**config.mk**
```make
export PLATFORM = sky130hd
export DESIGN_NAME = fcei_injector
export DESIGN_NICKNAME = d
export VERILOG_FILES = /design/src/hdl/fcei_pkg.sv /design/src/hdl/fcei_injector.sv
export SDC_FILE = /design/constraint.sdc
export NUM_CORES = 1
export LEC_CHECK = 0
export BUFFER_PORTS_ARGS = -buffer_cell sky130_fd_sc_hd__buf_2
export CAP_MARGIN = 20
export CORE_ASPECT_RATIO = 1.75
export CORE_MARGIN = 2
export CORE_UTILIZATION = 35
export DETAILED_ROUTE_END_ITERATION = 16
export REMOVE_ABC_BUFFERS = 1
export SLEW_MARGIN = 10
export SYNTH_ARGS = -nofsm -noshare
export SYNTH_HDL_FRONTEND = slang
export SYNTH_SLANG_ARGS = --single-unit
```
**constraint.sdc**
```tcl
create_clock -name ref_clk -period 5.3 [get_ports ref_clk]
set_clock_uncertainty 0.2 [all_clocks]
set_input_delay 1.59 -clock ref_clk [delete_from_list [all_inputs] [get_ports ref_clk]]
set_output_delay 1.59 -clock ref_clk [all_outputs]
set_load 0.005 [all_outputs]
```
**src/hdl/fcei_pkg.sv**
```systemverilog
// constants, types and helpers shared by the error and alarm injector
package fcei_pkg;
	localparam int CLK_HZ = 25_000_000;
	localparam int ONE_SEC_S = 1;
	localparam int SEC_CYCLES_DEF = CLK_HZ * ONE_SEC_S;
	localparam logic [3:0] TEN_SEC_LAST = 4'h9;
	localparam int PPM_FULL = 1_000_000;
	localparam logic [26:0] MEM_BYTES = 27'h400_0000;
	localparam logic [26:0] REC_BYTES = 27'h000_0040;
	localparam logic [7:0] OFS_CTRL = 8'h00;
	localparam logic [7:0] OFS_BURST = 8'h04;
	localparam logic [7:0] OFS_CMD = 8'h08;
	localparam logic [7:0] OFS_FREQ = 8'h0C;
	localparam logic [7:0] OFS_MCFG = 8'h10;
	localparam logic [7:0] OFS_TIME = 8'h14;
	localparam logic [7:0] OFS_START = 8'h18;
	localparam logic [7:0] OFS_STOP = 8'h1C;
	localparam logic [7:0] OFS_DUR = 8'h20;
	localparam logic [7:0] OFS_STAT = 8'h24;
	localparam logic [7:0] OFS_MPTR = 8'h28;
	localparam int CTRL_ALM = 0;
	localparam int CTRL_ERR = 3;
	localparam int CTRL_INS = 6;
	localparam int CTRL_64B = 10;
	localparam int CTRL_FULLFR = 11;
	localparam int CMD_TRIG = 0;
	localparam int CMD_START = 1;
	localparam int CMD_STOP = 2;
	localparam int MCFG_IVL = 0;
	localparam int MCFG_AT = 5;
	localparam int MCFG_STOP = 6;
	localparam int MCFG_CONT = 8;
	localparam int STAT_EVT = 4;
	localparam logic [31:0] RST_ZERO = 32'h0000_0000;
	localparam logic [15:0] BURST_RST = 16'h0001;
	localparam logic [7:0] K28_5 = 8'hBC;
	localparam logic [7:0] D9_2 = 8'h49;
	localparam logic [7:0] D31_5 = 8'hBF;
	localparam logic [7:0] D21_1 = 8'h35;
	localparam logic [7:0] D21_2 = 8'h55;
	localparam logic [7:0] D5_2 = 8'h45;
	localparam logic [7:0] D10_4 = 8'h8A;
	localparam logic [7:0] D21_4 = 8'h95;
	localparam logic [7:0] D10_2 = 8'h4A;
	localparam logic [3:0] K_FIRST = 4'h8;
	localparam logic [1:0] SYNC_CTL = 2'h2;
	localparam logic [1:0] SYNC_BAD = 2'h0;
	localparam logic [1:0] RESP_OK = 2'h0;
	localparam logic [1:0] RESP_ERR = 2'h2;
	typedef enum logic [2:0] {ALM_NONE, ALM_LR, ALM_LRR, ALM_NOS,
		ALM_OLS} fcei_alm_t;
	typedef enum logic [2:0] {ERR_NONE, ERR_BIT, ERR_SYM, ERR_RRDY, ERR_CRC,
		ERR_BLOCK} fcei_err_t;
	typedef enum logic [3:0] {INS_OFF, INS_MAN, INS_SEC, INS_10S, INS_R2, INS_R3,
		INS_R4, INS_R5, INS_R6, INS_R7} fcei_ins_t;
	typedef enum logic [1:0] {STOP_MAN, STOP_AT, STOP_DUR} fcei_stop_t;
	typedef struct packed {
		logic [1:0] sync;
		logic [31:0] data;
		logic [3:0] k;
		logic viol;
		logic payload;
		logic crc;
		logic fill;
	} fcei_word_t;
	function automatic logic [31:0] ivl_secs(input logic [4:0] sel);
		case (sel)
			5'd1: ivl_secs = 32'd1;
			5'd2: ivl_secs = 32'd2;
			5'd3: ivl_secs = 32'd5;
			5'd4: ivl_secs = 32'd10;
			5'd5: ivl_secs = 32'd15;
			5'd6: ivl_secs = 32'd30;
			5'd7: ivl_secs = 32'd60;
			5'd8: ivl_secs = 32'd300;
			5'd9: ivl_secs = 32'd600;
			5'd10: ivl_secs = 32'd900;
			5'd11: ivl_secs = 32'd1800;
			5'd12: ivl_secs = 32'd3600;
			5'd13: ivl_secs = 32'd7200;
			5'd14: ivl_secs = 32'd14400;
			5'd15: ivl_secs = 32'd21600;
			5'd16: ivl_secs = 32'd43200;
			default: ivl_secs = 32'd0;
		endcase
	endfunction
endpackage

```
**src/hdl/fcei_injector.sv**
```systemverilog
// transmit-side alarm, error, frequency and measurement control block
//
// Function
// - link-reset alarm sends K28.5 D9.2 D31.5 D9.2 on every word
// - link-reset-response alarm sends K28.5 D21.1 D31.5 D9.2 continuously
// - not-operational alarm sends K28.5 D21.2 D31.5 D5.2 continuously
// - offline alarm sends K28.5 D21.1 D10.4 D21.2 continuously
// - alarm holds until selection changes; none stops injection
// - receiver-ready error inserts an extra K28.5 D21.4 D10.2 D10.2
// - bit error inverts one payload bit of a frame
// - symbol error sends an undecodable 10-bit code group
// - symbol error unavailable in 64b/66b rates
// - CRC error flips one CRC bit; unavailable with full framing
// - block error emits an errored 64b/66b block, 64b/66b rates only
// - insertion off injects nothing
// - each manual trigger injects exactly one burst
// - per-second mode injects one burst every second
// - per-ten-seconds mode injects one burst every ten seconds
// - ratio modes inject one burst per 10^N words; trigger shows status, but here a trigger outside manual mode is ignored and changes no status
// - signed deviation offsets line frequency, positive raises it
// - interval length selectable from fixed list or disabled
// - measurement starts on command or at absolute time
// - measurement stops on command, at time, or after duration
// - full result memory stops or wraps and logs an event; here only a wrap logs the event, a stop only sets the full flag
//
// Our own choices: the AXI4-Lite register port and the address map.
`timescale 1ns/1ps
`default_nettype none
module fcei_injector
	import fcei_pkg::*;
#(
	parameter int SEC_CYCLES = SEC_CYCLES_DEF
)
(
	input wire logic ref_clk,
	input wire logic rstn,
	input wire logic [7:0] s_axi_awaddr,
	input wire logic s_axi_awvalid,
	output logic s_axi_awready,
	input wire logic [31:0] s_axi_wdata,
	input wire logic [3:0] s_axi_wstrb,
	input wire logic s_axi_wvalid,
	output logic s_axi_wready,
	output logic [1:0] s_axi_bresp,
	output logic s_axi_bvalid,
	input wire logic s_axi_bready,
	input wire logic [7:0] s_axi_araddr,
	input wire logic s_axi_arvalid,
	output logic s_axi_arready,
	output logic [31:0] s_axi_rdata,
	output logic [1:0] s_axi_rresp,
	output logic s_axi_rvalid,
	input wire logic s_axi_rready,
	input wire logic tx_in_valid,
	input wire fcei_word_t tx_in,
	output logic tx_out_valid,
	output fcei_word_t tx_out,
	output logic tx_freq_up,
	output logic tx_freq_dn,
	input wire logic rec_wr,
	output logic [25:0] rec_addr,
	output logic meas_running,
	output logic interval_tick
);
	typedef enum {MS_IDLE, MS_ARMED, MS_RUN} fcei_ms_t;

	logic [7:0] awaddr_r;
	logic [31:0] wdata_r;
	logic [3:0] wstrb_r;
	logic aw_have_r, w_have_r, bvalid_r;
	logic [1:0] bresp_r;
	logic rvalid_r;
	logic [31:0] rdata_r;
	logic [1:0] rresp_r;
	logic [31:0] ctrl_r, mcfg_r, dev_r, start_r, stop_r, dur_r;
	logic [15:0] burst_r;
	logic [31:0] sec_cnt_r, rtc_r, elapsed_r, ivl_cnt_r;
	logic [3:0] ten_cnt_r;
	logic [23:0] wcnt_r;
	logic [15:0] left_r, left_nxt;
	logic signed [31:0] acc_r, acc_nxt;
	logic up_nxt, dn_nxt;
	fcei_ms_t ms_r, ms_nxt;
	logic [26:0] ptr_r;
	logic mem_full_r, mem_evt_r;
	fcei_word_t out_r, out_nxt;
	logic out_valid_r, ivl_tick_r;

	// bus decode
	wire aw_hs = s_axi_awvalid && s_axi_awready;
	wire w_hs = s_axi_wvalid && s_axi_wready;
	wire do_wr = aw_have_r && w_have_r && !bvalid_r;
	wire ar_hs = s_axi_arvalid && s_axi_arready;
	wire [31:0] wmask = {{8{wstrb_r[3]}}, {8{wstrb_r[2]}},
		{8{wstrb_r[1]}}, {8{wstrb_r[0]}}};
	wire [31:0] wmerge_ctrl = (ctrl_r & ~wmask) | (wdata_r & wmask);
	wire [31:0] wmerge_mcfg = (mcfg_r & ~wmask) | (wdata_r & wmask);
	wire [31:0] wmerge_dev = (dev_r & ~wmask) | (wdata_r & wmask);
	wire [31:0] wmerge_time = (rtc_r & ~wmask) | (wdata_r & wmask);
	wire [31:0] wmerge_start = (start_r & ~wmask) | (wdata_r & wmask);
	wire [31:0] wmerge_stop = (stop_r & ~wmask) | (wdata_r & wmask);
	wire [31:0] wmerge_dur = (dur_r & ~wmask) | (wdata_r & wmask);
	wire [31:0] burst_w = {16'h0000, burst_r};
	wire [31:0] wmerge_burst = (burst_w & ~wmask) | (wdata_r & wmask);
	wire wr_ctrl = do_wr && awaddr_r == OFS_CTRL;
	wire wr_burst = do_wr && awaddr_r == OFS_BURST;
	wire wr_cmd = do_wr && awaddr_r == OFS_CMD && wstrb_r[0];
	wire wr_freq = do_wr && awaddr_r == OFS_FREQ;
	wire wr_mcfg = do_wr && awaddr_r == OFS_MCFG;
	wire wr_time = do_wr && awaddr_r == OFS_TIME;
	wire wr_start = do_wr && awaddr_r == OFS_START;
	wire wr_stop = do_wr && awaddr_r == OFS_STOP;
	wire wr_dur = do_wr && awaddr_r == OFS_DUR;
	wire wr_stat = do_wr && awaddr_r == OFS_STAT && wstrb_r[0];
	wire wr_hit = wr_ctrl || wr_burst || (awaddr_r == OFS_CMD) || wr_freq
		|| wr_mcfg || wr_time || wr_start || wr_stop || wr_dur
		|| (awaddr_r == OFS_STAT) || (awaddr_r == OFS_MPTR);
	wire cmd_trig = wr_cmd && wdata_r[CMD_TRIG];
	wire cmd_start = wr_cmd && wdata_r[CMD_START];
	wire cmd_stop = wr_cmd && wdata_r[CMD_STOP];

	// configuration fields
	wire fcei_alm_t alm = fcei_alm_t'(ctrl_r[CTRL_ALM +: 3]);
	wire fcei_err_t err = fcei_err_t'(ctrl_r[CTRL_ERR +: 3]);
	wire fcei_ins_t ins = fcei_ins_t'(ctrl_r[CTRL_INS +: 4]);
	wire mode_64b = ctrl_r[CTRL_64B];
	wire full_frame = ctrl_r[CTRL_FULLFR];
	wire [4:0] ivl_sel = mcfg_r[MCFG_IVL +: 5];
	wire start_at = mcfg_r[MCFG_AT];
	wire fcei_stop_t stop_mode = fcei_stop_t'(mcfg_r[MCFG_STOP +: 2]);
	wire mem_cont = mcfg_r[MCFG_CONT];
	wire [31:0] ivl_len = ivl_secs(ivl_sel);

	// one-second time base and its tenfold
	wire sec_tick = sec_cnt_r == 32'(SEC_CYCLES - 1);
	wire ten_tick = sec_tick && ten_cnt_r == TEN_SEC_LAST;

	// ratio period, 10^N words per burst
	logic [23:0] ratio_len;
	always_comb
	begin
		case (ins)
			INS_R2: ratio_len = 24'd100;
			INS_R3: ratio_len = 24'd1_000;
			INS_R4: ratio_len = 24'd10_000;
			INS_R5: ratio_len = 24'd100_000;
			INS_R6: ratio_len = 24'd1_000_000;
			INS_R7: ratio_len = 24'd10_000_000;
			default: ratio_len = 24'd0;
		endcase
	end
	wire ratio_mode = ratio_len != 24'd0;
	wire ratio_hit = ratio_mode && tx_in_valid
		&& wcnt_r == ratio_len - 24'd1;

	// insertion events; manual trigger only counts in manual mode
	wire ev = (ins == INS_MAN && cmd_trig)
		|| (ins == INS_SEC && sec_tick)
		|| (ins == INS_10S && ten_tick)
		|| ratio_hit;

	// eligible positions per error type
	logic elig;
	always_comb
	begin
		case (err)
			ERR_BIT: elig = tx_in.payload;
			ERR_SYM: elig = !mode_64b;
			ERR_RRDY: elig = tx_in.fill;
			ERR_CRC: elig = tx_in.crc && !full_frame;
			ERR_BLOCK: elig = mode_64b;
			default: elig = 1'b0;
		endcase
	end
	// alarms own the line, so pending errors wait behind them
	wire inj_now = tx_in_valid && left_r != 16'h0000 && elig
		&& alm == ALM_NONE;

	always_comb
	begin
		left_nxt = left_r;
		if (ins == INS_OFF)
			left_nxt = 16'h0000;
		else if (ev)
			left_nxt = burst_r;
		else if (inj_now)
			left_nxt = left_r - 16'h0001;
	end

	// transmit word rewrite
	always_comb
	begin
		out_nxt = tx_in;
		case (alm)
			ALM_LR: out_nxt.data = {K28_5, D9_2, D31_5, D9_2};
			ALM_LRR: out_nxt.data = {K28_5, D21_1, D31_5, D9_2};
			ALM_NOS: out_nxt.data = {K28_5, D21_2, D31_5, D5_2};
			ALM_OLS: out_nxt.data = {K28_5, D21_1, D10_4, D21_2};
			default: out_nxt.data = tx_in.data;
		endcase
		if (alm != ALM_NONE)
		begin
			// every word replaced while selected
			out_nxt.k = K_FIRST;
			out_nxt.sync = SYNC_CTL;
			out_nxt.viol = 1'b0;
			out_nxt.payload = 1'b0;
			out_nxt.crc = 1'b0;
			out_nxt.fill = 1'b0;
		end
		else if (inj_now)
		begin
			case (err)
				ERR_BIT: out_nxt.data[0] = !tx_in.data[0];
				ERR_SYM: out_nxt.viol = 1'b1;
				ERR_RRDY:
				begin
					out_nxt.data = {K28_5, D21_4, D10_2, D10_2};
					out_nxt.k = K_FIRST;
					out_nxt.fill = 1'b0;
				end
				ERR_CRC: out_nxt.data[0] = !tx_in.data[0];
				ERR_BLOCK: out_nxt.sync = SYNC_BAD;
				default: out_nxt.viol = 1'b0;
			endcase
		end
	end

	// frequency offset, one slip or extra slot per million of deviation
	always_comb
	begin
		acc_nxt = acc_r + $signed(dev_r);
		up_nxt = 1'b0;
		dn_nxt = 1'b0;
		if (acc_nxt >= $signed(PPM_FULL))
		begin
			acc_nxt = acc_nxt - $signed(PPM_FULL);
			up_nxt = 1'b1;
		end
		else if (acc_nxt <= -$signed(PPM_FULL))
		begin
			acc_nxt = acc_nxt + $signed(PPM_FULL);
			dn_nxt = 1'b1;
		end
	end

	// measurement control
	wire [26:0] ptr_add = ptr_r + REC_BYTES;
	wire rec_take = ms_r == MS_RUN && rec_wr && !mem_full_r;
	wire mem_wrap = rec_take && ptr_add >= MEM_BYTES;
	wire mem_stop = mem_wrap && !mem_cont;
	wire stop_hit = cmd_stop
		|| (stop_mode == STOP_AT && rtc_r == stop_r)
		|| (stop_mode == STOP_DUR && elapsed_r == dur_r)
		|| mem_stop;
	wire start_hit = ms_r == MS_ARMED && rtc_r == start_r;
	wire go = (ms_r == MS_IDLE && cmd_start && !start_at) || start_hit;
	wire ivl_end = ms_r == MS_RUN && sec_tick && ivl_len != RST_ZERO
		&& ivl_cnt_r == ivl_len - 32'd1;

	always_comb
	begin
		ms_nxt = ms_r;
		case (ms_r)
			MS_IDLE:
				if (cmd_start)
					ms_nxt = start_at ? MS_ARMED : MS_RUN;
			MS_ARMED:
				if (cmd_stop)
					ms_nxt = MS_IDLE;
				else if (start_hit)
					ms_nxt = MS_RUN;
			MS_RUN:
				if (stop_hit)
					ms_nxt = MS_IDLE;
			default: ms_nxt = MS_IDLE;
		endcase
	end

	// read mux; unmapped words read zero with an error response
	logic [31:0] rd_mux;
	logic rd_hit;
	always_comb
	begin
		rd_hit = 1'b1;
		case (s_axi_araddr)
			OFS_CTRL: rd_mux = ctrl_r;
			OFS_BURST: rd_mux = burst_w;
			OFS_CMD: rd_mux = RST_ZERO;
			OFS_FREQ: rd_mux = dev_r;
			OFS_MCFG: rd_mux = mcfg_r;
			OFS_TIME: rd_mux = rtc_r;
			OFS_START: rd_mux = start_r;
			OFS_STOP: rd_mux = stop_r;
			OFS_DUR: rd_mux = dur_r;
			OFS_STAT: rd_mux = {27'h000_0000, mem_evt_r, mem_full_r,
				left_r != 16'h0000, ms_r == MS_ARMED, ms_r == MS_RUN};
			OFS_MPTR: rd_mux = {5'h00, ptr_r};
			default:
			begin
				rd_mux = RST_ZERO;
				rd_hit = 1'b0;
			end
		endcase
	end

	assign s_axi_awready = !aw_have_r && !bvalid_r;
	assign s_axi_wready = !w_have_r && !bvalid_r;
	assign s_axi_bvalid = bvalid_r;
	assign s_axi_bresp = bresp_r;
	assign s_axi_arready = !rvalid_r;
	assign s_axi_rvalid = rvalid_r;
	assign s_axi_rdata = rdata_r;
	assign s_axi_rresp = rresp_r;
	assign tx_out = out_r;
	assign tx_out_valid = out_valid_r;
	assign rec_addr = ptr_r[25:0];
	assign meas_running = ms_r == MS_RUN;
	assign interval_tick = ivl_tick_r;

	always_ff @(posedge ref_clk or negedge rstn)
	begin
		if (!rstn)
		begin
			aw_have_r <= 1'b0;
			w_have_r <= 1'b0;
			bvalid_r <= 1'b0;
			bresp_r <= RESP_OK;
			awaddr_r <= 8'h00;
			wdata_r <= RST_ZERO;
			wstrb_r <= 4'h0;
		end
		else
		begin
			if (aw_hs)
			begin
				aw_have_r <= 1'b1;
				awaddr_r <= s_axi_awaddr;
			end
			if (w_hs)
			begin
				w_have_r <= 1'b1;
				wdata_r <= s_axi_wdata;
				wstrb_r <= s_axi_wstrb;
			end
			if (do_wr)
			begin
				aw_have_r <= 1'b0;
				w_have_r <= 1'b0;
				bvalid_r <= 1'b1;
				bresp_r <= wr_hit ? RESP_OK : RESP_ERR;
			end
			else if (bvalid_r && s_axi_bready)
				bvalid_r <= 1'b0;
		end
	end

	always_ff @(posedge ref_clk or negedge rstn)
	begin
		if (!rstn)
		begin
			rvalid_r <= 1'b0;
			rdata_r <= RST_ZERO;
			rresp_r <= RESP_OK;
		end
		else if (ar_hs)
		begin
			rvalid_r <= 1'b1;
			rdata_r <= rd_mux;
			rresp_r <= rd_hit ? RESP_OK : RESP_ERR;
		end
		else if (rvalid_r && s_axi_rready)
			rvalid_r <= 1'b0;
	end

	always_ff @(posedge ref_clk or negedge rstn)
	begin
		if (!rstn)
		begin
			ctrl_r <= RST_ZERO;
			burst_r <= BURST_RST;
			dev_r <= RST_ZERO;
			mcfg_r <= RST_ZERO;
			start_r <= RST_ZERO;
			stop_r <= RST_ZERO;
			dur_r <= RST_ZERO;
		end
		else
		begin
			if (wr_ctrl)
				ctrl_r <= wmerge_ctrl;
			if (wr_burst)
				burst_r <= wmerge_burst[15:0];
			if (wr_freq)
				dev_r <= wmerge_dev;
			if (wr_mcfg)
				mcfg_r <= wmerge_mcfg;
			if (wr_start)
				start_r <= wmerge_start;
			if (wr_stop)
				stop_r <= wmerge_stop;
			if (wr_dur)
				dur_r <= wmerge_dur;
		end
	end

	// time base, ratio word count, burst countdown, line output
	always_ff @(posedge ref_clk or negedge rstn)
	begin
		if (!rstn)
		begin
			sec_cnt_r <= RST_ZERO;
			ten_cnt_r <= 4'h0;
			wcnt_r <= 24'h00_0000;
			left_r <= 16'h0000;
			acc_r <= RST_ZERO;
			tx_freq_up <= 1'b0;
			tx_freq_dn <= 1'b0;
			out_r <= '0;
			out_valid_r <= 1'b0;
		end
		else
		begin
			sec_cnt_r <= sec_tick ? RST_ZERO : sec_cnt_r + 32'd1;
			if (ten_tick)
				ten_cnt_r <= 4'h0;
			else if (sec_tick)
				ten_cnt_r <= ten_cnt_r + 4'h1;
			if (!ratio_mode || ratio_hit)
				wcnt_r <= 24'h00_0000;
			else if (tx_in_valid)
				wcnt_r <= wcnt_r + 24'h00_0001;
			left_r <= left_nxt;
			acc_r <= acc_nxt;
			tx_freq_up <= up_nxt;
			tx_freq_dn <= dn_nxt;
			out_r <= out_nxt;
			out_valid_r <= tx_in_valid;
		end
	end

	// measurement clock, interval and result memory
	always_ff @(posedge ref_clk or negedge rstn)
	begin
		if (!rstn)
		begin
			ms_r <= MS_IDLE;
			rtc_r <= RST_ZERO;
			elapsed_r <= RST_ZERO;
			ivl_cnt_r <= RST_ZERO;
			ivl_tick_r <= 1'b0;
			ptr_r <= 27'h000_0000;
			mem_full_r <= 1'b0;
			mem_evt_r <= 1'b0;
		end
		else
		begin
			ms_r <= ms_nxt;
			if (wr_time)
				rtc_r <= wmerge_time;
			else if (sec_tick)
				rtc_r <= rtc_r + 32'd1;
			ivl_tick_r <= ivl_end;
			if (go)
			begin
				elapsed_r <= RST_ZERO;
				ivl_cnt_r <= RST_ZERO;
				ptr_r <= 27'h000_0000;
				mem_full_r <= 1'b0;
			end
			else
			begin
				if (ms_r == MS_RUN && sec_tick)
				begin
					elapsed_r <= elapsed_r + 32'd1;
					ivl_cnt_r <= ivl_end ? RST_ZERO : ivl_cnt_r + 32'd1;
				end
				if (mem_wrap && mem_cont)
					ptr_r <= 27'h000_0000;
				else if (mem_wrap)
					mem_full_r <= 1'b1;
				else if (rec_take)
					ptr_r <= ptr_add;
			end
			// a new wrap in the clearing cycle keeps the event
			if (mem_wrap && mem_cont)
				mem_evt_r <= 1'b1;
			else if (wr_stat && wdata_r[STAT_EVT])
				mem_evt_r <= 1'b0;
		end
	end
endmodule
`default_nettype wire

```
== Word level (Yosys, flattened, before mapping) ==
Memory sizes are Yosys's and may differ from the RTL's.
Index checks and enable logic that the tools add are counted.
Widths: inputs -> output; s select.

* Register bits after elaboration: 603
* Memory bits (read-only): 512
* Word-level logic and storage cells: 299
* Memories kept: 1

{| class="wikitable"
|+ Memories
! memory !! words !! bits a word !! rd ports !! clocked after memory_dff !! write ports !! RTL line !! source
|-
| (no name shown) || 32 || 16 || 1 || 0 || 0 || fcei_pkg.sv:67 || <nowiki>case (sel)</nowiki>
|}

* Add/sub/neg operators: 13
* Order comparisons: 3
* Equal/unequal tests: 56
* Multiplexer cells: 63
* Bitwise logic cells: 18
* Reduce and logical (&&, ||, !) cells: 105

{| class="wikitable"
|+ Operators with widths
! kind !! number
|-
| $mux 32 || 15
|-
| $pmux 32 s10 || 1
|-
| $and 32x32->32 || 8
|-
| $or 32x32->32 || 7
|-
| $pmux 24 s6 || 1
|-
| $add 32x1->32 const B || 4
|-
| $eq 32x32->1 || 4
|-
| $pmux 32 s4 || 1
|-
| $mux 27 || 4
|-
| $pmux 32 s3 || 1
|-
| $eq 32x2->1 const B || 2
|-
| $eq 8x5->1 const B || 8
|-
| $logic_not 32->1 || 2
|-
| $eq 8x6->1 const B || 6
|-
| $logic_and 1x1->1 || 48
|-
| $mux 16 || 3
|-
| $mux 24 || 2
|-
| $mux 39 || 1
|-
| $add 32x21->32 const B || 1
|-
| $add 32x32->32 || 1
|-
| $eq 32x1->1 const B || 1
|-
| $eq 32x25->1 const B || 1
|-
| $eq 32x3->1 const B || 1
|-
| $eq 8x4->1 const B || 4
|-
| other kinds (49) || 131
|}

== Longest topological paths before layout ==
Gate-level depths: netlist of the first run.

* Depth in word-level cells: 14
* Gate-level depth with buffers: 20

== Worst setup path after synthesis of the first run ==
Ideal clock, no wire load.

* Kind: input-to-reg
* Start point: input port tx_in_valid
* End point: register left_r[10]
* Library setup time: 0.132 ns
* Data arrival time: 3.801 ns
* Slack: 1.167 ns
* Cell stages on the path: 12
* Path buffers: 4
* Cell sequence: clkbuf_1 > and2_1 > clkbuf_1 > nand4_1 > nor4_1 > nand4_1 > or4_1 > o31a_1 > clkbuf_1 > buf_2 > mux2i_1 > nor2_1

* Word-level cells in the longest chain between the ends: 5

{| class="wikitable"
|+ RTL lines
! what !! RTL line !! source
|-
| from (decl) || fcei_injector.sv:54 || <nowiki>input wire logic tx_in_valid,</nowiki>
|-
| $logic_and 1x1->1 || fcei_injector.sv:153 || <nowiki>wire ratio_hit = ratio_mode && tx_in_valid</nowiki>
|-
| $logic_and 1x1->1 || fcei_injector.sv:154 || <nowiki>&& wcnt_r == ratio_len - 24'd1;</nowiki>
|-
| $logic_or 1x1->1 || fcei_injector.sv:160 || <nowiki>|| ratio_hit;</nowiki>
|-
| $mux 16 || fcei_injector.sv:184 || <nowiki>else if (ev)</nowiki>
|-
| $mux 16 || fcei_injector.sv:182 || <nowiki>if (ins == INS_OFF)</nowiki>
|-
| to (signal assigned) || fcei_injector.sv:433 || <nowiki>left_r <= left_nxt;</nowiki>
|-
| to (decl) || fcei_injector.sv:80 || <nowiki>logic [15:0] left_r, left_nxt;</nowiki>
|}

Parallel ways exist; a longest one is shown, timed or not.
A chain may end at the register's enable or synchronous reset.

== Worst setup path in the final report of the first run ==
* Start point: register dev_r[0]
* End point: register acc_r[30]

* Word-level cells in the longest chain between the ends: 4

{| class="wikitable"
|+ RTL lines
! what !! RTL line !! source
|-
| from (decl) || fcei_injector.sv:75 || <nowiki>logic [31:0] ctrl_r, mcfg_r, dev_r, start_r, stop_r, dur_r;</nowiki>
|-
| from (signal assigned) || fcei_injector.sv:395 || <nowiki>dev_r <= wmerge_dev;</nowiki>
|-
| $add 32x32->32 * || fcei_injector.sv:232 || <nowiki>acc_nxt = acc_r + $signed(dev_r);</nowiki>
|-
| $add 32x21->32 or $le 32x21->1 (tied branches) || fcei_injector.sv:242, fcei_injector.sv:240 ||
|-
| $mux 32 || fcei_injector.sv:240 || <nowiki>else if (acc_nxt <= -$signed(PPM_FULL))</nowiki>
|-
| $mux 32 * || fcei_injector.sv:235 || <nowiki>if (acc_nxt >= $signed(PPM_FULL))</nowiki>
|-
| named net acc_nxt[30] || fcei_injector.sv:81 || <nowiki>logic signed [31:0] acc_r, acc_nxt;</nowiki>
|-
| to (signal assigned) || fcei_injector.sv:434 || <nowiki>acc_r <= acc_nxt;</nowiki>
|-
| to (decl) || fcei_injector.sv:81 ||
|}

Mark *: on every way through the listed nets, which the timed path passes. The rest lies on a longest branch.

==> summary by stage, run 1 <==
STA
The worst path uses 89.7% of the clock period. For the pin with the worst max-slew slack, the measured transition is 1.05 ns. The total negative setup slack is 0 ns. Static timing analysis puts the maximum clock frequency at 210 MHz. Setup violations remaining at the end of the flow were counted as 0.

The final count of pins violating max slew is 0. In this run the tightest slew margin relative to its limit is 30.1%. The final hold violation count was 0. The clock period minus final worst setup slack is 4.76 ns. Setup repair after global routing left no endpoint under its margin. The smallest setup slack after layout is 0.545 ns.

Logic synthesis
The share of the Yosys chip area taken by registers is 45.9%. After Yosys synthesis, full adders, half adders and majority gates account for 2.09% of the synthesized area. The number of instances in the synthesized netlist is 3,085. Measured against the total synthesized area, the mux share comes to 10.7%. The compound-gate portion of the synthesized area is 13.2%. The count of flip-flops with a built-in enable after synthesis is 0. After Yosys synthesis, XOR and XNOR cells account for 7.99% of the synthesized area. The simple-gate portion of the synthesized area is 16.9%. The synthesized design contains 565 register bits.

In this run the cell area of the synthesized design comes to 30,800 um2. Among all flip-flop cells after synthesis, the most frequent one is dfrtp_1. The post-synthesis area per instance is 9.98 um2. The proportion of register bits with asynchronous set or reset after synthesis is 100%. The synthesized netlist contains 97 unique library cells. By area, the combinational part of the netlist is dominated by simple AND/OR/NAND/NOR gates. The number of synthesis warnings is 0.

Setup path
The path type of the worst setup path is reg2reg. Walking the worst path, the cells encountered are ha_1 > inv_1 > fa_1 > nand2b_1 > a21o_2 > a21o_1 > o31ai_1 > xor2_1 > or2_1 > or3_1 > o2111ai_2 > nand2_1 > buf_4 > o41a_1 > xnor2_1. The data arrival time of the critical path is 5.07 ns.

The highest fanout seen on the critical path is 14. The critical path capture point type is a flip-flop. Grouping stages by cell kind, the critical path spends the most delay in compound AO/OA/AOI/OAI gates.

The largest stage delay on the critical path is 0.42 ns. The kind of start point of the critical path is a flip-flop. Among all stages on the critical path, the largest delay is contributed by or3_1. The required time at the endpoint of the critical path is 5.61 ns. The buffer and inverter count on the worst path is 2.

Place
During placement, the flow inserted port buffers numbering 208. The final estimated routing congestion in global placement is 0.946. The wire-length estimate of the detail-placed layout is 79.7 mm. The placed instance area is 33,100 um2.

The minimum setup slack after placement is 0.617 ns.

Final layout
Compared with the post-synthesis result, the final layout area differs by 13.6%. The cell area after layout is 35,000 um2. The proportion of layout cells with a drive suffix above 1 is 20.6%.

0 antenna diodes ended up in the layout. The share of the core filled with cells in the final layout is 39.9%. Fill cells in the final layout number 8,746. In the final design database the tool counted 3,391 nets.

Status
The flow ran to the end, and the final reports show no timing, DRC or antenna violations.

Global routing
After global routing the overflow that remains totals 0. The met2 usage in global routing is 40.9%. In this run the most used layer during global routing was met2. Global routing used 2.70% of the available met3 tracks.

The number of global-route vias before repair is 25,100. Entering global routing, the biggest net connects 90 pins. The initial antenna violation count is 0. The wire length of the first global-routing pass is 157 mm. The total routing usage reported by global routing is 22.8%. The met1 track demand over resource in global routing is 24.0%.

CTS
Post-CTS repair changed the size of 0 cells. The H-tree depth is 2. The buffer cell driving the clock tree root is clkbuf_16. The hold buffer count at cts is 0. Buffers inserted during clock tree synthesis total 54. Once the clock tree was built, the setup fixing pass inserted 0 buffers. After clock tree synthesis, the clock-pin slew on the worst setup and hold paths is 0.06 ns. TritonCTS built the clock tree. The count of clock tree sinks is 565. The later pin in the worst-skew pair is clocked with a latency of 0.65 ns. The clock passes through at most 3 buffers.

Hold path
The path type of the worst min-delay path is reg2reg.

Power and ir drop
The internal power is 0.00897 W. In this run the power spent charging and discharging nets is 0.00548 W. The sum of internal, switching and leakage power is 0.0144 W. Of the total power, the share spent switching nets is 37.9%. The relative contribution of combinational cells to total power is 27.9%. Per report_power, the clock group accounts for 28.9% of the total.

VDD sags by at most 242 uV. Registers are responsible for 43.2% of the overall power. For this design the ratio of total power to cell area is 413 nW/um2. The cell leakage power is 16.4 nW.

Route
The detailed-routing iteration count for the pre-antenna-repair pass is 5. The total wire length after detailed routing is 104 mm. The wire length per cell is 23.5 um. The count of antenna-violating nets left after detailed routing is 0. Across all layers, the routed design uses 24,900 vias. The remaining design rule violation count is 0. In the routed layout, each cell is associated on average with a via count of 5.60. After the first detailed-routing iteration, the DRC count stood at 1,635.

Die
Row generation in the floorplan step produced 144 rows. The die outline width is 228 um. 217 I/O pins were placed. The placeable core region is 87,600 um2. The die area is 90,500 um2. The effective utilization at floorplan is 35.2%. The floorplan step set the die height to 396 um.

Run
The total of max-cap violations is 0.
[routing by layer]
layer / vias up / part of all wire [%]
met5: - / 0
met4: 0 / 9.3
met3: 302 / 4.1
met1: 12300 / 36
li1: 11400 / -
met2: 849 / 50
[flip-flops by register name (all words and copies together), names as in the netlist, 2 cells and up]
name / count
rtc_r: 32
left_r: 16
ctrl_r: 32
sec_cnt_r: 32
ten_cnt_r: 4
burst_r: 16
tx_out: 42
wcnt_r: 24
dur_r: 32
dev_r: 32
ptr_r: 21
mcfg_r: 32
stop_r: 32
wstrb_r: 4
ivl_cnt_r: 32
ms_r: 2
elapsed_r: 32
awaddr_r: 8
s_axi_rdata: 32
start_r: 32
wdata_r: 32
acc_r: 32
[synth_stat cells, types with 28 or more instances]
cell type | count | area (um2)
nand3_1 | 114 | 571
o21ai_0 | 139 | 696
mux2i_1 | 41 | 410
mux2_2 | 255 | 2870
nand2_1 | 290 | 1090
nor2_1 | 264 | 991
ha_1 | 49 | 613
nor3_1 | 43 | 215
and3_1 | 63 | 394
buf_4 | 30 | 225
xor2_1 | 175 | 1530
a21o_1 | 41 | 308
or3_1 | 35 | 219
a21oi_1 | 115 | 576
clkbuf_1 | 127 | 477
nor4_1 | 45 | 282
o21ai_1 | 36 | 180
a211oi_1 | 28 | 210
xnor2_1 | 104 | 911
inv_1 | 33 | 124
a22oi_1 | 54 | 405
nand4_1 | 55 | 344
dfrtp_1 | 564 | 14100
[logic make-up after synthesis]
logic type / count (synthesis)
xor+xnor: 280
fa+ha+maj: 51
buf+inv: 220
mux: 296
simple gates: 1059
flops: 565
compound gates: 613
other cells: 1
[cell usage in the layout, fill, tap and decap left out, types with 43 or more instances in the layout]
master / synthesis / final
nor2_1: 264 / 260
nand4_1: 55 / 55
a22oi_1: 54 / 54
mux2_2: 255 / 255
nor4_1: 45 / 43
dfrtp_1: 564 / 564
nand3_1: 114 / 114
buf_4: 30 / 59
xor2_1: 175 / 175
clkbuf_16: 0 / 57
ha_1: 49 / 49
a21oi_1: 115 / 115
and3_1: 63 / 63
nand2_1: 290 / 289
xnor2_1: 104 / 104
buf_2: 14 / 207
o21ai_0: 139 / 139
[stage by stage]
stage	cells	hold WS, ns
4_1_cts	4452	0.281
2_1_floorplan	2908	0.245
3_3_place_gp	4350	0.259
3_5_place_dp	4350	0.264
6_report	4452	0.274
5_1_grt	4452	0.292
[path summary, 6_finish.rpt]
check,start,slack (ns),depth (start not counted),endpoint
setup / recovery,dev_r[0],0.54,15,acc_r[30]
hold / removal,sec_cnt_r[31],0.27,1,sec_cnt_r[31]
setup reg to reg,dev_r[0],0.54,15,acc_r[30]
hold reg to reg,sec_cnt_r[31],0.27,1,sec_cnt_r[31]
max in group asynchronous,rstn,2.94,3,rtc_r[4]
min in group asynchronous,rstn,0.75,1,s_axi_rdata[19]
[area by class of cell]
class	count	area [um2]	area share (%)
Clock buffer	68	1520	4.34
Clock inverter	34	352	1.01
Inverter	36	135	0.386
Multi-Input combinational cell	2307	15700	45.0
Sequential cell	565	14100	40.4
Tap cell	1168	1460	4.18
Timing Repair Buffer	274	1630	4.67
[power groups by stage]
stage          clock, W  combinational, W  sequential, W
2_1_floorplan         0           0.00261        0.00570
3_3_place_gp          0           0.00400        0.00629
3_5_place_dp          0           0.00402        0.00629
4_1_cts         0.00425           0.00404        0.00621
5_1_grt         0.00441           0.00441        0.00630
6_report        0.00417           0.00403        0.00624
No activity file was read; power rests on OpenSTA's default activity.
==> run 2, diff against run 1 <==
--- a/config.mk
+++ b/config.mk
@@ -5,7 +5,7 @@
 export SDC_FILE = /design/constraint.sdc
 export NUM_CORES = 1
 export LEC_CHECK = 0
-export BUFFER_PORTS_ARGS = -buffer_cell sky130_fd_sc_hd__buf_2
+export BUFFER_PORTS_ARGS = -buffer_cell sky130_fd_sc_hd__buf_4
 export CAP_MARGIN = 20
 export CORE_ASPECT_RATIO = 1.75
 export CORE_MARGIN = 2
==> constraint.sdc (replaced) <==
create_clock -name ref_clk -period 5.3 [get_ports ref_clk]
set_clock_uncertainty 0.2 [all_clocks]
set_input_delay 1.06 -clock ref_clk [delete_from_list [all_inputs] [get_ports ref_clk]]
set_output_delay 1.06 -clock ref_clk [all_outputs]
set_load 0.005 [all_outputs]
==> run 2 against run 1 <==
Via count is 0.49% lower. Die area stayed put. Worst hold slack worse by 0.056 ns. Critical path depth stayed put. Final cell count is 0.20% lower. Sequential cell count stayed put. Critical path type unchanged. Critical endpoint unchanged. Largest cell class unchanged. Largest power group unchanged.
==> summary by stage, run 2 (synthesis results as in run 1) <==
Status
The run finished with clean final reports.

STA
The final count of pins violating max slew is 0. At the pin with the least slew margin, the transition time is 1.33 ns. The worst pin sits at a relative slew slack of 11.1%. The clock period minus final worst setup slack is 4.65 ns. In the finished design, the share of the clock period the worst path needs comes to 87.8%. In the final timing run, aggregate negative setup slack is 0 ns.

The highest clock frequency the design can meet is 215 MHz. Setup repair after global routing left no endpoint under its margin. Setup violations remaining at the end of the flow were counted as 0.

The final hold violation count is 0.

Die
After floorplanning, the core was sized to cover 87,600 um2. In this run the vertical extent of the chip is 396 um. The die area is 90,500 um2.

The die outline width is 228 um. The floorplan has 144 rows. 217 I/O pins were placed. The effective utilization at floorplan is 35.2%.

Final layout
The non-filler instance count after layout is 4,443. The library cells used most frequently in the layout, excluding fill and tap cells, are dfrtp_1 (564), nand2_1 (289), buf_4 (263), nor2_1 (260), mux2_2 (255). In the final layout, the multi-input gates occupy 15,800 um2.

The register with the most flip-flops in the layout has 42 of them. From synthesis to final layout, the design area changed by 15.2%. The leading cell type in the layout, fill and taps excluded is dfrtp_1. Across the whole layout, storage elements account for 14,100 um2. The number of fill cells in the layout is 8,737. The net count of the finished layout is 3,388. Of the cells placed in the final design, the portion with a size suffix greater than 1 is 20.3%.

Global routing
The maximum number of pins on one net before global-route repair is 91. The number of global-route vias before repair is 24,900. The initial antenna violation count came to 0. After global routing the overflow that remains totals 0.

Global routing consumed, over all layers together, 23.0% of the routing resources. The first global-routing pass estimated 158 mm of wire.

CTS
The hold buffer count at cts is 0. The number of CTS-inserted buffers is 55. The total of cells resized after clock tree synthesis is 0. The H-tree depth is 2. The maximum root-to-sink buffer count is 3. After clock tree synthesis, the clock-pin slew on the worst setup and hold paths is 0.06 ns. The number of buffers inserted to repair setup after CTS is 0. TritonCTS built the clock tree. The clock latency on the worst-skew pair is 0.65 ns. For this design, the sink count on the clock tree is 565. In this run the clock root is driven by a clkbuf_16.

Setup path
The kind of start point of the critical path is a flip-flop. The data arrival time of the critical path is 4.96 ns. Of all nets on the critical path, the largest fanout is 11. The required time at the endpoint of the critical path is 5.61 ns. The flop-to-flop setup slack is 0.65 ns. The path type of the worst setup path is reg2reg. The critical path capture point type is a flip-flop.

Route
In this run, the number of DRC markers left after iteration 0 of detailed routing was 1,705. In the routed layout, each cell is associated on average with a via count of 5.58. After detailed routing, the total wire length is 105 mm. The count of antenna-violating nets left after detailed routing is 0. The detailed-routing iteration count for the pre-antenna-repair pass is 8. The vias after detailed routing is 24,800.

The remaining design rule violation count is 0. The wire length per cell is 23.7 um.

Hold path
The path type of the worst min-delay path is in2async.

Power and ir drop
The analysis attributes to cell leakage a power of 16.6 nW. The maximum vdd drop is 269 uV. Dividing total power by cell area gives a power density of 412 nW/um2.

Place
Summed over all nets, the half-perimeter wirelength after detailed placement is 80.5 mm. The final estimated routing congestion in global placement is 0.968. The total of buffers placed on input and output ports is 208.

The number of placed instances, taps included, is 4,346.

Run
Max-cap violations in this run came to 0.
[run 2: through the flow]
| step | worst slack, ns | util (%) | cell area [um2] | hold WS (ns) | power [W] |
|---|---|---|---|---|---|
| 2_1_floorplan | 0.847 | - | 30000 | 0.245 | 0.00832 |
| 3_3_place_gp | 0.740 | 38.4 | 33600 | 0.263 | 0.0104 |
| 3_5_place_dp | 0.713 | 38.4 | 33600 | 0.271 | 0.0104 |
| 4_1_cts | 0.677 | 40.5 | 35500 | 0.278 | 0.0147 |
| 5_1_grt | 0.262 | 40.5 | 35500 | 0.287 | 0.0153 |
| 6_report | 0.649 | 40.5 | 35500 | 0.219 | 0.0146 |
[run 2: final timing paths]
| kind | startpoint | endpoint | cells after the start |
|---|---|---|---|
| max | dev_r[0] | acc_r[30] | 15 |
| min | rstn | ptr_r[15] | 1 |
| max reg2reg | dev_r[0] | acc_r[30] | 15 |
| min reg2reg | sec_cnt_r[31] | sec_cnt_r[31] | 1 |
| max in group asynchronous | rstn | acc_r[21] | 2 |
| min in group ref_clk | sec_cnt_r[31] | sec_cnt_r[31] | 1 |
[run 2: cell type report]
| class | count | share of cell area, % |
|---|---|---|
| well taps | 1168 | 4.12 |
| repair buffers | 270 | 5.95 |
| clock inverters | 20 | 0.751 |
| flip-flops and latches | 565 | 39.9 |
| inverters | 36 | 0.381 |
| multi-input cells | 2307 | 44.4 |
| diodes | 1 | 0.00705 |
| clock buffers | 76 | 4.53 |
[run 2: power by group]
part           switching [W]  total, W  internal, W
sequential           0.00122   0.00624      0.00501
combinational        0.00240   0.00416      0.00176
clock                0.00181   0.00421      0.00240
[run 2: critical path: stages, from the launching register on]
cell and delay [ns]:
dfrtp_1 0.37, ha_1 0.21, inv_1 0.07, fa_1 0.39, nand2b_1 0.19, a21o_2 0.26, a21o_1 0.21, o31ai_1 0.25
xor2_1 0.26, or2_1 0.32, or3_1 0.41, o2111ai_2 0.27, nand2_1 0.28, buf_4 0.30, o41a_1 0.39, xnor2_1 0.14
[run 2: routing by layer]
layer / vias up / wire length, um / share of wire [%] / GRT usage [%]
met5: - / 0 / 0 / 0
met3: 295 / 4610 / 4.4 / 2.87
met4: 0 / 9300 / 8.9 / 17.3
met2: 869 / 53500 / 51 / 41.4
met1: 12200 / 37700 / 36 / 24.4
li1: 11400 / - / - / -
==> run 3, diff against run 2 <==
==> constraint.sdc (replaced) <==
create_clock -name ref_clk -period 5.3 [get_ports ref_clk]
set_clock_uncertainty 0.2 [all_clocks]
set_input_delay 1.06 -clock ref_clk [delete_from_list [all_inputs] [get_ports ref_clk]]
set_output_delay 1.06 -clock ref_clk [all_outputs]
set_load 0.01 [all_outputs]
==> run 3 against run 2 <==
First-iteration DRC count down 9.7%. Sequential share of layout area about the same. Final cell count up 0.14%. Clock power down 1%. Combinational power up 1%. Sequential cell count unchanged. Worst hold slack worse by 0.021 ns. Utilization about the same. Critical endpoint is now acc_r[14].
==> summary by stage, run 3 (synthesis results as in run 1) <==
Power and ir drop
The power per unit of standard cell area is 412 nW/um2. The maximum vdd drop is 256 uV. Internal power comes to 0.00908 W. The analysis attributes to cell leakage a power of 16.5 nW. In this run, the clock network consumes 28.5% of the power. Per report_power, the sequential group accounts for 42.8% of the total. The proportion of total power due to net switching is 37.8%. Combinational cells account for 28.8% of the total power. For this design the total switching power over the nets is 0.00553 W. Power comes to 0.0146 W.

CTS
The number of CTS-inserted buffers is 55. The number of buffers inserted to repair setup after CTS is 0. The clock latency on the worst-skew pair is 0.65 ns. The tree is rooted in a clkbuf_16.

The H-tree was split into 2 levels. Clock-pin slew was measured on the worst setup and hold paths at 0.07 ns. The maximum root-to-sink buffer count is 3. The count of clock tree sinks is 565.

Post-CTS repair changed the size of 0 cells. The CTS tree is done. Buffers inserted to repair hold after CTS numbered 0.

STA
Of the available clock period, the critical path in the final layout requires 87.8%. The final count of pins violating max slew is 0. The total negative setup slack is 0 ns. The setup-violating endpoint count in the final report is 0. The highest clock frequency the design can meet is 215 MHz. Setup repair after global routing left no endpoint under its margin. The final hold violation count is 0. The clock period minus final worst setup slack is 4.65 ns. Measured against its own limit, the worst slew margin works out to 11.8%. For the pin with the worst max-slew slack, the measured transition is 1.31 ns. The final hold slack is 0.198 ns.

Place
The number of placed instances, taps included, is 4,345. The final estimated routing congestion in global placement is 0.968. The total of buffers placed on input and output ports is 208. The half-perimeter wire length after placement is 80.7 mm.

Die
The die covers 90,500 um2. The top-level I/O count is 217. The initial utilization of the core area, before any placement, comes to 35.2%. From bottom edge to top edge, the die measures 396 um. In this run the core area contains 144 standard-cell rows. The die is 228 um wide.

The placeable core region is 87,600 um2.

Setup path
The highest fanout seen on the critical path is 10. The data arrival time of the critical path is 4.95 ns. The capture instance of the worst register-to-register path is acc_r[14].

At the worst endpoint, the required time is 5.60 ns. The setup check on the worst reg-to-reg path leaves a slack of 0.65 ns. The most critical setup path has its endpoint at acc_r[14]. The critical path starts at dev_r[0].

The worst setup path is of the reg2reg kind. The worst register-to-register path begins at dev_r[0]. The critical path capture point type is a flip-flop. The worst setup path is launched from a flip-flop. The number of cells on the worst reg-to-reg path is 15.

Final layout
Fill cells in the final layout number 8,728. In the layout the commonest cells are dfrtp_1 (564), nand2_1 (289), buf_4 (262), nor2_1 (260), mux2_2 (255). The flip-flop count of the largest register after layout is 42.

The net total in the final layout is 3,388. 0 antenna diodes ended up in the layout. For this run, the number of standard cells in the final layout without fillers is 4,449.

The signed area change from the synthesized netlist to the final layout is 15.1%. The proportion of layout cells with a drive suffix above 1 is 20.5%. The leading cell type in the layout, fill and taps excluded is dfrtp_1.

Route
In the routed design, unresolved DRC markers number 0. The violation count after the first detailed-route iteration is 1,539. Once detail routing completed, the nets flagged for antenna violations numbered 0. Wires add up to 105 mm. The number of vias per cell after detailed routing is 5.58. In the final routed layout, each cell accounts on average for 23.7 um. The detailed router placed 24,800 vias in this run.

The detailed-routing iteration count for the pre-antenna-repair pass is 5.

Global routing
The first global-routing pass estimated 159 mm of wire. The number of global-route vias before repair came to 25,100. For this run the aggregate overflow at the end of global routing stands at 0. Entering global routing, the biggest net connects 91 pins.

The initial antenna violation count is 0. The total routing usage reported by global routing is 23.0%.

Hold path
The min-delay analysis places its worst path in the category in2async.

Status
The run finished with clean final reports.

Run
The total of max-cap violations is 0.
run 3: critical path, stage by stage, from the launching register on:
cell	delay, ns
dfrtp_1	0.37
ha_1	0.21
inv_1	0.06
fa_1	0.39
nand2b_1	0.19
a21oi_1	0.19
nor2_1	0.09
xnor2_1	0.69
ha_1	0.36
o311ai_0	0.23
a211oi_1	0.32
o21a_1	0.17
o2111ai_2	0.15
nand2_1	0.35
o22ai_1	0.18
xnor2_1	0.36
run 3: layout make-up:
class | instances | area (um2) | share of cell area [%]
clock buffers | 68 | 1470 | 4.13
clock inverters | 35 | 383 | 1.08
inverters | 36 | 135 | 0.381
multi-input cells | 2307 | 15800 | 44.4
flip-flops and latches | 565 | 14100 | 39.9
well taps | 1168 | 1460 | 4.12
repair buffers | 270 | 2110 | 5.95
run 3: metal layers:
layer,track usage (%),routed length (um),part of all wire [%],vias up
li1,-,-,-,11400
met1,24.2,37900,36,12400
met2,41.4,53400,51,782
met3,3.02,4440,4.2,282
met4,18.1,9580,9.1,0
met5,0,0,0,-
run 3: metrics by stage:
stage,utilization (%),setup slack (ns),area [um2]
floorplan,-,0.847,30000
global placement,38.4,0.740,33600
detailed placement,38.4,0.719,33600
CTS,40.5,0.687,35400
global route,40.5,0.297,35400
finish,40.5,0.649,35400
run 3: worst min path at each step:
stage                                from              end  slack, ns  cells past startpoint
after floorplan              ten_cnt_r[3]     ten_cnt_r[3]       0.25                      1
after global placement    s_axi_rdata[15]  s_axi_rdata[15]       0.26                      1
after detailed placement  s_axi_rdata[14]  s_axi_rdata[14]       0.27                      1
after CTS                            rstn        ptr_r[15]       0.28                      1
after global routing                 rstn        ptr_r[15]       0.28                      1
final                                rstn        ptr_r[15]       0.20                      1
run 3: power by group through the flow:
| stage | clock (W) | sequential [W] | combinational [W] |
|---|---|---|---|
| 3_5_place_dp | 0 | 0.00631 | 0.00419 |
| 2_1_floorplan | 0 | 0.00576 | 0.00262 |
| 3_3_place_gp | 0 | 0.00630 | 0.00416 |
| 4_1_cts | 0.00426 | 0.00622 | 0.00422 |
| 6_report | 0.00416 | 0.00625 | 0.00420 |
| 5_1_grt | 0.00440 | 0.00631 | 0.00457 |
